[src/rtl/lsr_pkg.sv]
// Package: command codes, status layout, reset values and timing of the LED command block
package lsr_pkg;

  // Command bytes
  localparam logic [7:0] CMD_READ_STATUS   = 8'h71;
  localparam logic [7:0] CMD_WRITE_DISPLAY = 8'h80;
  localparam logic [7:0] DUMMY_BYTE        = 8'h00;

  // Readback shape: dummy byte then this many status bytes
  localparam int STATUS_BYTES = 20;
  localparam int IDX_W        = 5;

  // Status byte positions (index 0 is the third byte of the transfer)
  localparam int SB_PIXEL_MODE   = 0;
  localparam int SB_SCAN_TYPE    = 1;
  localparam int SB_BLANKING     = 2;
  localparam int SB_CASCADE      = 3;
  localparam int SB_SYSTEM       = 4;
  localparam int SB_CURRENT      = 5;
  localparam int SB_BRIGHTNESS   = 6;
  localparam int SB_FUNCTION     = 7;
  localparam int SB_SCROLL_STATE = 8;
  localparam int SB_SCROLL_SPEED = 9;
  localparam int SB_COLUMN       = 10;
  localparam int SB_ROW_HI       = 11;
  localparam int SB_ROW_MIDHI    = 12;
  localparam int SB_ROW_MIDLO    = 13;
  localparam int SB_ROW_LO       = 14;
  localparam int SB_DIRECT_CFG   = 15;
  localparam int SB_DPWM_ROW27   = 16;
  localparam int SB_DPWM_ROW26   = 17;
  localparam int SB_DPWM_ROW25   = 18;
  localparam int SB_DPWM_ROW24   = 19;

  // Status reset values (all others are zero)
  localparam logic [7:0] RST_SCAN_TYPE  = 8'h07;
  localparam logic [7:0] RST_BLANKING   = 8'h80;
  localparam logic [7:0] RST_BRIGHTNESS = 8'h40;
  localparam logic [7:0] RST_ZERO       = 8'h00;

  // Field positions inside status bytes
  localparam int POS_SCAN_POLARITY   = 7;
  localparam int POS_BLANK_TYPE      = 7;
  localparam int POS_OSCILLATOR_ON   = 1;
  localparam int POS_DISPLAY_ON      = 0;
  localparam int POS_GRAY_SELECT     = 0;

  // Display memory and gray scale
  localparam int DISP_DEPTH = 224;
  localparam int GRAY_BITS  = 6;

  // Gray time unit is one system clock period
  localparam int SYS_CLK_PERIOD_NS = 10;
  localparam int REF_CLK_PERIOD_NS = 10;
  localparam int PWM_TICK_CYCLES   = SYS_CLK_PERIOD_NS / REF_CLK_PERIOD_NS;

  typedef enum logic [2:0] {
    ST_CMD,
    ST_ADDR,
    ST_DATA,
    ST_STATUS,
    ST_IGNORE
  } lsr_state_e;

endpackage : lsr_pkg

[src/rtl/lsr_cmd.sv]
// LED controller command handling: status readback and display memory write
`timescale 1ns/10ps
`default_nettype none

// Parameterised FIFO between the byte source and the command decoder
module lsr_fifo #(
  parameter int WIDTH = 9,
  parameter int DEPTH = 8
) (
  input  wire logic             REF_CLK,
  input  wire logic             NRST,
  input  wire logic             IN_VALID,
  input  wire logic [WIDTH-1:0] IN_DATA,
  output logic                  IN_READY,
  output logic                  OUT_VALID,
  output logic      [WIDTH-1:0] OUT_DATA,
  input  wire logic             OUT_READY
);
  localparam int AW = (DEPTH > 1) ? $clog2(DEPTH) : 1;

  typedef struct packed {
    logic [AW-1:0] wr_ptr;
    logic [AW-1:0] rd_ptr;
    logic [AW:0]   count;
  } lsr_fifo_s;

  lsr_fifo_s             r;
  lsr_fifo_s             next_r;
  logic      [WIDTH-1:0] mem [DEPTH];
  logic                  push;
  logic                  pop;

  // Refuse sizes the pointer logic cannot serve, at elaboration rather than at run time
  if (DEPTH < 2 || WIDTH < 1) begin : g_bad_size
    $error("lsr_fifo: DEPTH must be >= 2, WIDTH >= 1");
  end

  // Honest full and empty straight from the count
  assign IN_READY  = (r.count != (AW+1)'(DEPTH));
  assign OUT_VALID = (r.count != '0);
  assign OUT_DATA  = mem[r.rd_ptr];
  assign push      = IN_VALID && IN_READY;
  assign pop       = OUT_VALID && OUT_READY;

  // Pointer and count update, wrapping at DEPTH for non power of two sizes
  always_comb begin
    next_r = r;
    if (push) begin
      next_r.wr_ptr = (r.wr_ptr == AW'(DEPTH - 1)) ? '0 : r.wr_ptr + 1'b1;
    end
    if (pop) begin
      next_r.rd_ptr = (r.rd_ptr == AW'(DEPTH - 1)) ? '0 : r.rd_ptr + 1'b1;
    end
    next_r.count = r.count + (AW+1)'(push) - (AW+1)'(pop);
  end

  always_ff @(posedge REF_CLK or negedge NRST) begin
    if (!NRST) begin
      r <= '0;
    end else begin
      r <= next_r;
    end
  end

  // Storage has no reset; empty entries are never presented
  always_ff @(posedge REF_CLK) begin
    if (push) begin
      mem[r.wr_ptr] <= IN_DATA;
    end
  end
endmodule : lsr_fifo

module lsr_cmd
  import lsr_pkg::*;
#(
  parameter int FIFO_DEPTH = 8
) (
  input  wire logic        REF_CLK,
  input  wire logic        NRST,
  // Incoming command/data bytes from the serial transport
  input  wire logic        RX_VALID,
  input  wire logic        RX_FIRST,
  input  wire logic [7:0]  RX_DATA,
  output logic             RX_READY,
  // Readback bytes towards the serial transport
  output logic             TX_VALID,
  output logic [7:0]       TX_DATA,
  input  wire logic        TX_READY,
  // Current settings held by the other command handlers
  input  wire logic        PIXEL_MODE_SELECT,
  input  wire logic        SCAN_POLARITY_TYPE,
  input  wire logic [2:0]  COM_COUNT,
  input  wire logic        BLANK_TYPE_SELECT,
  input  wire logic [1:0]  BLANK_TIME,
  input  wire logic [2:0]  CASCADE_ROLE,
  input  wire logic        OSCILLATOR_ON,
  input  wire logic        DISPLAY_ON,
  input  wire logic [2:0]  CURRENT_RATIO,
  input  wire logic [6:0]  GLOBAL_BRIGHTNESS,
  input  wire logic        THERMAL_SHUTDOWN_ENABLE,
  input  wire logic        THERMAL_SHUTDOWN_LATCH,
  input  wire logic        UNIVERSAL_SEGMENT_ENABLE,
  input  wire logic        MATRIX_MASK_ENABLE,
  input  wire logic        UNIVERSAL_COLUMN_ENABLE,
  input  wire logic        BLINK_ENABLE,
  input  wire logic        FADE_ENABLE,
  input  wire logic        SCROLL_ACTIVE,
  input  wire logic        VERTICAL_SCROLL_ENABLE,
  input  wire logic        HORIZONTAL_SCROLL_ENABLE,
  input  wire logic        VERTICAL_DIRECTION,
  input  wire logic        HORIZONTAL_DIRECTION,
  input  wire logic [3:0]  VERTICAL_SPEED,
  input  wire logic [3:0]  HORIZONTAL_SPEED,
  input  wire logic [7:0]  COLUMN_LINE_ON,
  input  wire logic [27:0] ROW_LINE_ON,
  input  wire logic [3:0]  DIRECT_PWM_SWITCH,
  input  wire logic [3:0]  DIRECT_PORT_SELECT,
  input  wire logic [6:0]  DIRECT_PWM_ROW24,
  input  wire logic [6:0]  DIRECT_PWM_ROW25,
  input  wire logic [6:0]  DIRECT_PWM_ROW26,
  input  wire logic [6:0]  DIRECT_PWM_ROW27,
  // Dot lookup from the scan engine
  input  wire logic [4:0]  DOT_ROW,
  input  wire logic [2:0]  DOT_COL,
  output logic             DOT_ON
);

  typedef struct packed {
    lsr_state_e                    st;
    logic [IDX_W-1:0]              idx;
    logic [7:0]                    addr;
    logic                          tx_valid;
    logic [7:0]                    tx_data;
    logic [GRAY_BITS-1:0]          pwm_cnt;
    logic                          dot_on;
    logic [STATUS_BYTES-1:0][7:0]  stat;
  } lsr_cmd_s;

  // Reset image of the status bytes
  localparam logic [STATUS_BYTES-1:0][7:0] STAT_RESET = {
    {(STATUS_BYTES - SB_BRIGHTNESS - 1){RST_ZERO}},
    RST_BRIGHTNESS, RST_ZERO, RST_ZERO, RST_ZERO, RST_BLANKING, RST_SCAN_TYPE, RST_ZERO
  };

  lsr_cmd_s                    r;
  lsr_cmd_s                    next_r;
  logic     [7:0]              disp_mem [DISP_DEPTH];
  logic     [STATUS_BYTES-1:0][7:0] stat_now;
  logic                        f_valid;
  logic     [8:0]              f_data;
  logic                        f_ready;
  logic                        pop;
  logic                        mem_we;
  logic     [7:0]              mem_wa;
  logic     [7:0]              mem_wd;
  logic     [7:0]              dot_addr;
  logic     [7:0]              row_word;
  logic     [7:0]              gray_word;
  logic                        gray_mode;

  // Elaboration checks: FIFO size and one gray step per clock
  if (FIFO_DEPTH < 2) begin : g_bad_depth
    $error("lsr_cmd: FIFO_DEPTH must be at least 2");
  end
  if (PWM_TICK_CYCLES != 1) begin : g_bad_tick
    $error("lsr_cmd: gray counter assumes one tick per clock");
  end

  // The first-byte flag travels with its byte so a frame edge never overtakes queued data
  lsr_fifo #(
    .WIDTH (9),
    .DEPTH (FIFO_DEPTH)
  ) u_fifo (
    .REF_CLK   (REF_CLK),
    .NRST      (NRST),
    .IN_VALID  (RX_VALID),
    .IN_DATA   ({RX_FIRST, RX_DATA}),
    .IN_READY  (RX_READY),
    .OUT_VALID (f_valid),
    .OUT_DATA  (f_data),
    .OUT_READY (f_ready)
  );

  // Draining stalls during readback, so a slow TX side backs up into the FIFO
  assign f_ready = (r.st != ST_STATUS);
  assign pop     = f_valid && f_ready;

  // Live status image; reserved and don't-care bits read as zero
  always_comb begin
    stat_now                  = '0;
    stat_now[SB_PIXEL_MODE]   = {7'h00, PIXEL_MODE_SELECT};
    stat_now[SB_SCAN_TYPE]    = {SCAN_POLARITY_TYPE, 4'h0, COM_COUNT};
    stat_now[SB_BLANKING]     = {BLANK_TYPE_SELECT, 5'h00, BLANK_TIME};
    stat_now[SB_CASCADE]      = {5'h00, CASCADE_ROLE};
    stat_now[SB_SYSTEM][POS_OSCILLATOR_ON] = OSCILLATOR_ON;
    stat_now[SB_SYSTEM][POS_DISPLAY_ON]    = DISPLAY_ON;
    stat_now[SB_CURRENT]      = {5'h00, CURRENT_RATIO};
    stat_now[SB_BRIGHTNESS]   = {1'b0, GLOBAL_BRIGHTNESS};
    stat_now[SB_FUNCTION]     = {THERMAL_SHUTDOWN_ENABLE, THERMAL_SHUTDOWN_LATCH, 1'b0,
                                 UNIVERSAL_SEGMENT_ENABLE, MATRIX_MASK_ENABLE,
                                 UNIVERSAL_COLUMN_ENABLE, BLINK_ENABLE, FADE_ENABLE};
    stat_now[SB_SCROLL_STATE] = {SCROLL_ACTIVE, 1'b0, VERTICAL_SCROLL_ENABLE,
                                 HORIZONTAL_SCROLL_ENABLE, 2'b00,
                                 VERTICAL_DIRECTION, HORIZONTAL_DIRECTION};
    stat_now[SB_SCROLL_SPEED] = {VERTICAL_SPEED, HORIZONTAL_SPEED};
    stat_now[SB_COLUMN]       = COLUMN_LINE_ON;
    stat_now[SB_ROW_HI]       = ROW_LINE_ON[27:20];
    stat_now[SB_ROW_MIDHI]    = ROW_LINE_ON[19:12];
    stat_now[SB_ROW_MIDLO]    = ROW_LINE_ON[11:4];
    stat_now[SB_ROW_LO]       = {4'h0, ROW_LINE_ON[3:0]};
    // Bit 7 is row 24 and bit 4 row 27, likewise for the select nibble
    stat_now[SB_DIRECT_CFG]   = {DIRECT_PWM_SWITCH[0], DIRECT_PWM_SWITCH[1],
                                 DIRECT_PWM_SWITCH[2], DIRECT_PWM_SWITCH[3],
                                 DIRECT_PORT_SELECT[0], DIRECT_PORT_SELECT[1],
                                 DIRECT_PORT_SELECT[2], DIRECT_PORT_SELECT[3]};
    stat_now[SB_DPWM_ROW27]   = {1'b0, DIRECT_PWM_ROW27};
    stat_now[SB_DPWM_ROW26]   = {1'b0, DIRECT_PWM_ROW26};
    stat_now[SB_DPWM_ROW25]   = {1'b0, DIRECT_PWM_ROW25};
    stat_now[SB_DPWM_ROW24]   = {1'b0, DIRECT_PWM_ROW24};
  end

  // Display lookup: binary uses one word per row, gray one byte per dot
  assign gray_mode = (r.stat[SB_PIXEL_MODE][POS_GRAY_SELECT] == 1'b0);
  assign dot_addr  = {DOT_ROW, DOT_COL};
  assign row_word  = (DOT_ROW < 5'd28) ? disp_mem[{3'b000, DOT_ROW}] : 8'h00;
  assign gray_word = (dot_addr < 8'(DISP_DEPTH)) ? disp_mem[dot_addr] : 8'h00;

  // Command decoder, readback sequencer and gray counter
  always_comb begin
    next_r      = r;
    mem_we      = 1'b0;
    mem_wa      = r.addr;
    mem_wd      = f_data[7:0];
    // Snapshot refreshes every clock so each byte shows the setting at send time
    next_r.stat = stat_now;
    // Free-running 64-step counter, one step per system clock period
    next_r.pwm_cnt = r.pwm_cnt + 1'b1;
    if (gray_mode) begin
      next_r.dot_on = (gray_word[GRAY_BITS-1:0] > r.pwm_cnt);
    end else begin
      next_r.dot_on = row_word[DOT_COL];
    end

    if (r.st == ST_STATUS) begin
      if (r.tx_valid && TX_READY) begin
        if (r.idx == IDX_W'(STATUS_BYTES)) begin
          next_r.tx_valid = 1'b0;
          next_r.st       = ST_IGNORE;
        end else begin
          next_r.tx_data = r.stat[r.idx];
          next_r.idx     = r.idx + 1'b1;
        end
      end
    end else if (pop) begin
      if (f_data[8] || r.st == ST_CMD) begin
        unique case (f_data[7:0])
          CMD_READ_STATUS: begin
            next_r.st       = ST_STATUS;
            next_r.idx      = '0;
            next_r.tx_valid = 1'b1;
            next_r.tx_data  = DUMMY_BYTE;
          end
          CMD_WRITE_DISPLAY: begin
            next_r.st = ST_ADDR;
          end
          default: begin
            next_r.st = ST_IGNORE;
          end
        endcase
      end else begin
        unique case (r.st)
          ST_ADDR: begin
            next_r.addr = f_data[7:0];
            next_r.st   = ST_DATA;
          end
          ST_DATA: begin
            // Writes past the end of memory are dropped but still advance
            mem_we      = (r.addr < 8'(DISP_DEPTH));
            next_r.addr = r.addr + 1'b1;
          end
          default: begin
            next_r.st = r.st;
          end
        endcase
      end
    end
  end

  always_ff @(posedge REF_CLK or negedge NRST) begin
    if (!NRST) begin
      r          <= '0;
      r.st       <= ST_CMD;
      r.stat     <= STAT_RESET;
    end else begin
      r <= next_r;
    end
  end

  // Display memory keeps the whole byte; gray view masks it on read
  always_ff @(posedge REF_CLK) begin
    if (mem_we) begin
      disp_mem[mem_wa] <= mem_wd;
    end
  end

  assign TX_VALID = r.tx_valid;
  assign TX_DATA  = r.tx_data;
  assign DOT_ON   = r.dot_on;

endmodule : lsr_cmd
`default_nettype wire

[config.mk]
export PLATFORM = sky130hd
export DESIGN_NAME = lsr_cmd
export DESIGN_NICKNAME = d
export VERILOG_FILES = /design/src/rtl/lsr_pkg.sv /design/src/rtl/lsr_cmd.sv
export SDC_FILE = /design/constraint.sdc
export NUM_CORES = 2
export LEC_CHECK = 0
export ABC_AREA = 1
export BUFFER_PORTS_ARGS = -buffer_cell sky130_fd_sc_hd__buf_2
export CAP_MARGIN = 0
export CORE_MARGIN = 4
export CORE_UTILIZATION = 49
export DETAILED_ROUTE_END_ITERATION = 8
export SLEW_MARGIN = 20
export SYNTH_ARGS = -nofsm -noshare
export SYNTH_HDL_FRONTEND = slang
export SYNTH_SLANG_ARGS = --single-unit
export TNS_END_PERCENT = 100
[constraint.sdc]
create_clock -name REF_CLK -period 10.6 [get_ports REF_CLK]
set_input_delay 2.12 -clock REF_CLK [delete_from_list [all_inputs] [get_ports REF_CLK]]
set_output_delay 2.12 -clock REF_CLK [all_outputs]
set_load 0.02 [all_outputs]
==> results.toml <==
[run_status]
run_status = "completed"

[sta]
finalSetupTns_ns = 0
grt_setup_unrepaired = "false"
slew_headroom_pct = 24.6
tightest_slew_ns = 1.13
count_of_final_setup_violators = 0
timing.final.crit_share_pct = 54.0
clock.fmax_mhz = 175
clock_skew_ns = 0.0197
hold_viol_final = 0
fin_crit_ns = 5.72
timing_max_transition_violations_final = 0

[yosys]
dominant_combinational_cell_family_by_area_after_synthesis = "simple AND/OR/NAND/NOR gates"
synth_largest_area_cell = "edfxtp_1"
synthSimpleGateAreaFrac_pct = 19.5
share_of_flip_flops_with_an_asynchronous_set_or_reset_pct = 9.64
synth.ff_latch_count = 1629
post_synth_num_cell_types = 43
post_synth_most_frequent_cells = "nand2_1, edfxtp_1, nand3_1"
yosys.cell_count.top_type = "nand2_1"
synth.area.mux_share_pct = 0.0440
syn-num-nets = 6312
synth.yosys.seq_area_share_pct = 70.6
synth_area_leaders = "edfxtp_1, nand2_1, nand3_1"
ys_dominant_reg_cell = "edfxtp_1"
yosys.area_share.xor_xnor_pct = 0.141
yosys_warnings = 0
share_of_the_synthesized_area_in_compound_gates_ao_oa_aoi_oai_pct = 5.77
syn_inst_count = 6152
synth_largest_type_area_fraction_pct = 64.8
netlist_area_um2 = 68200
synth_adder_area_share_pct = 0.451
synth-edff-count = 1472
avgSynthCellArea_um2 = 11.1

[final_layout]
syn2layout_area_growth_pct = 11.1
seqCellArea_um2 = 48100
nFillCells = 11700
fin_util_pct = 55.0
finish.net_count = 6293
post_route_cells_drive_above_1_share_pct = 8.81
stdcell_count = 8065
multi_input_comb_area_um2 = 17700

[clock_network]
buffer_depth_of_the_longest_clock_path = 3
number_of_gates_resized_after_cts = 0
htree_num_levels = 4
clock-root-buffer = "clkbuf_16"
cts_hold_buffers = 0
clkLatencyLatePin_ns = 0.80
numClockSinks = 1629
clock_tree_from_tritoncts = "yes"
cts_inserted_buffers = 168
cts_setup_buffers = 0
clk_transition_reported_paths_ns = 0.06

[floorplan]
die_y_um = 381
fp.dieW_um = 381
floorplan.initialDensity_pct = 49.5
fp.coreArea_um2 = 138000
floorplan.die_area_um2 = 145000
io_pins = 147
std_cell_rows = 136

[power]
power.leakage_nw = 27.6
ir_drop_mv = 0.314
p_per_area_nw_per_um2 = 242

[worst_setup_path]
cp_slowest_cell = "buf_4"
critPathKind = "input port to flip-flop"
path_delay_family = "buffers and inverters"
timing.critical_path.depth = 23
worst-path-buf-inv = 5
dominant_cell_type_by_count_on_the_critical_path = "nand2_1"
worst-r2r-cell-count = 15
cp.required_ns = 11.29
worstPathCellList = "buf_8, buf_4, buf_4, nand3_1, nand3_1, nand3_1, nand2_1, nand2_1, nand2_1, o21ai_0, nor2_1, nand2_1, nand2_1, inv_1, ha_1, inv_1, nor2_1, o21ai_0, nand2_1, a21oi_1, o21ai_0, o211ai_1, nand2_1"
timing.critical_path.from_type = "input port"
path_max_fanout = 77
critPathArrivalTime_ns = 6.41
critical-path-max-stage-delay_ns = 0.83
crit_path_end_kind = "flip-flop"

[drt]
drtAntennaViolNets = 0
drc = 0
vias_per_cell = 5.74
post_drt_wl_per_cell_um = 23.1
via_count = 46300
postRouteWirelength_um = 186000
drtIter0Drc = 5012
detailedRoute.firstPassIterationCount = 6

[worst_hold_path]
hold-path-cell-count = 1
hold_path_class = "flip-flop to flip-flop"

[global_routing]
grt_start_max_net_pins = 178
first_global_vias = 44900
track_usage_pct = 25.3
grt_first_pass_wirelength_um = 281000
grt.overflow.total = 0
initial_antenna_violation_count = 1

[run]
max_cap_violations = 0

[placed_design]
placed_cells_incl_taps = 7757
routabilityCongestion = 0.827
placed_wire_length_estimate_after_detailed_placement_um = 103000
port_buffers = 146
==> power breakdown <==
group | total (mW) | switching, mW | leakage, nW | internal [mW]
sequential | 8.87 | 0.0929 | 15.1 | 8.77
clock | 5.87 | 2.45 | 2.69 | 3.42
combinational | 3.57 | 3.03 | 9.85 | 0.539
total | 18.3 | 5.58 | 27.6 | 12.7
==> through the flow <==
stage          hold WS, ns  worst slack (ns)  power [mW]  instance area, um^2
6_report             0.474              4.88        18.3                75800
5_1_grt              0.488              4.58        19.0                75800
4_1_cts              0.474              5.08        18.4                75800
2_1_floorplan        0.442              2.83        11.2                68200
3_3_place_gp         0.450              4.11        12.5                70300
3_5_place_dp         0.459              4.18        12.6                70300
==> path summary, 6_finish.rpt <==
check,slack (ns),endpoint,startpoint
setup / recovery,4.88,DOT_ON$_DFF_PN0_,DOT_COL[1]
hold / removal,0.47,r[166]$_DFF_PN0_,r[166]$_DFF_PN0_
setup reg to reg,6.32,disp_mem[102][2]$_DFFE_PP_,u_fifo.r[4]$_DFFE_PN0P_
hold reg to reg,0.47,r[166]$_DFF_PN0_,r[166]$_DFF_PN0_
max in group asynchronous,7.73,r[166]$_DFF_PN0_,NRST
min in group asynchronous,1.37,r[86]$_DFF_PN0_,NRST
==> registers in the layout, indices dropped and copies added, names as in the netlist <==
register,cells
r,129
TX_VALID,1
mem_wa,8
TX_DATA,8
u_fifo.mem,72
u_fifo.r,10
disp_mem,1400
DOT_ON,1
==> logic make-up (layout without fill, tap and decap cells) <==
kind of cell / Yosys count / after routing
compound gates: 711 / 711
simple gates: 3173 / 3173
other cells: 0 / 2
flops: 1629 / 1629
xor+xnor: 11 / 11
fa+ha+maj: 24 / 24
buf+inv: 601 / 718
mux: 3 / 3
==> placed cells by master, fill, tap and decap left out, types with 7 or more instances in the layout <==
cell type  count
nor2_2        41
o31ai_1       34
inv_2          7
clkinv_1      43
o21ai_0      355
clkinv_2      30
nand3_1      884
o21ai_1        9
buf_4         67
buf_12         8
buf_2        140
clkbuf_8      12
a21oi_1      170
xor2_1         8
inv_1        170
nand2_1     1653
nand4_1       16
inv_6          8
ha_1          23
edfxtp_1    1472
o211ai_1      51
clkbuf_16    173
bufinv_16     15
nand3_2        9
clkbuf_1      29
dfrtp_1      152
a22oi_1       18
nor3_1        18
o22ai_1       59
nor2_1       535
==> area by class of cell <==
cell class	count	share of cell area (%)
diodes	2	0.00660
clock buffers	213	6.06
clock inverters	93	1.14
inverters	192	1.02
multi-input cells	3922	23.4
flip-flops and latches	1629	63.5
well taps	1794	2.96
repair buffers	220	1.89
==> routing by layer <==
metal	vias to the layer above	global-route usage (%)	wire length, um
met1	22700	36.0	80000
met2	1888	40.1	86900
met4	0	7.98	5260
li1	21400	-	-
met3	297	4.16	14000
met5	-	0	0
Note: power is estimated with default switching activity, not from simulation.
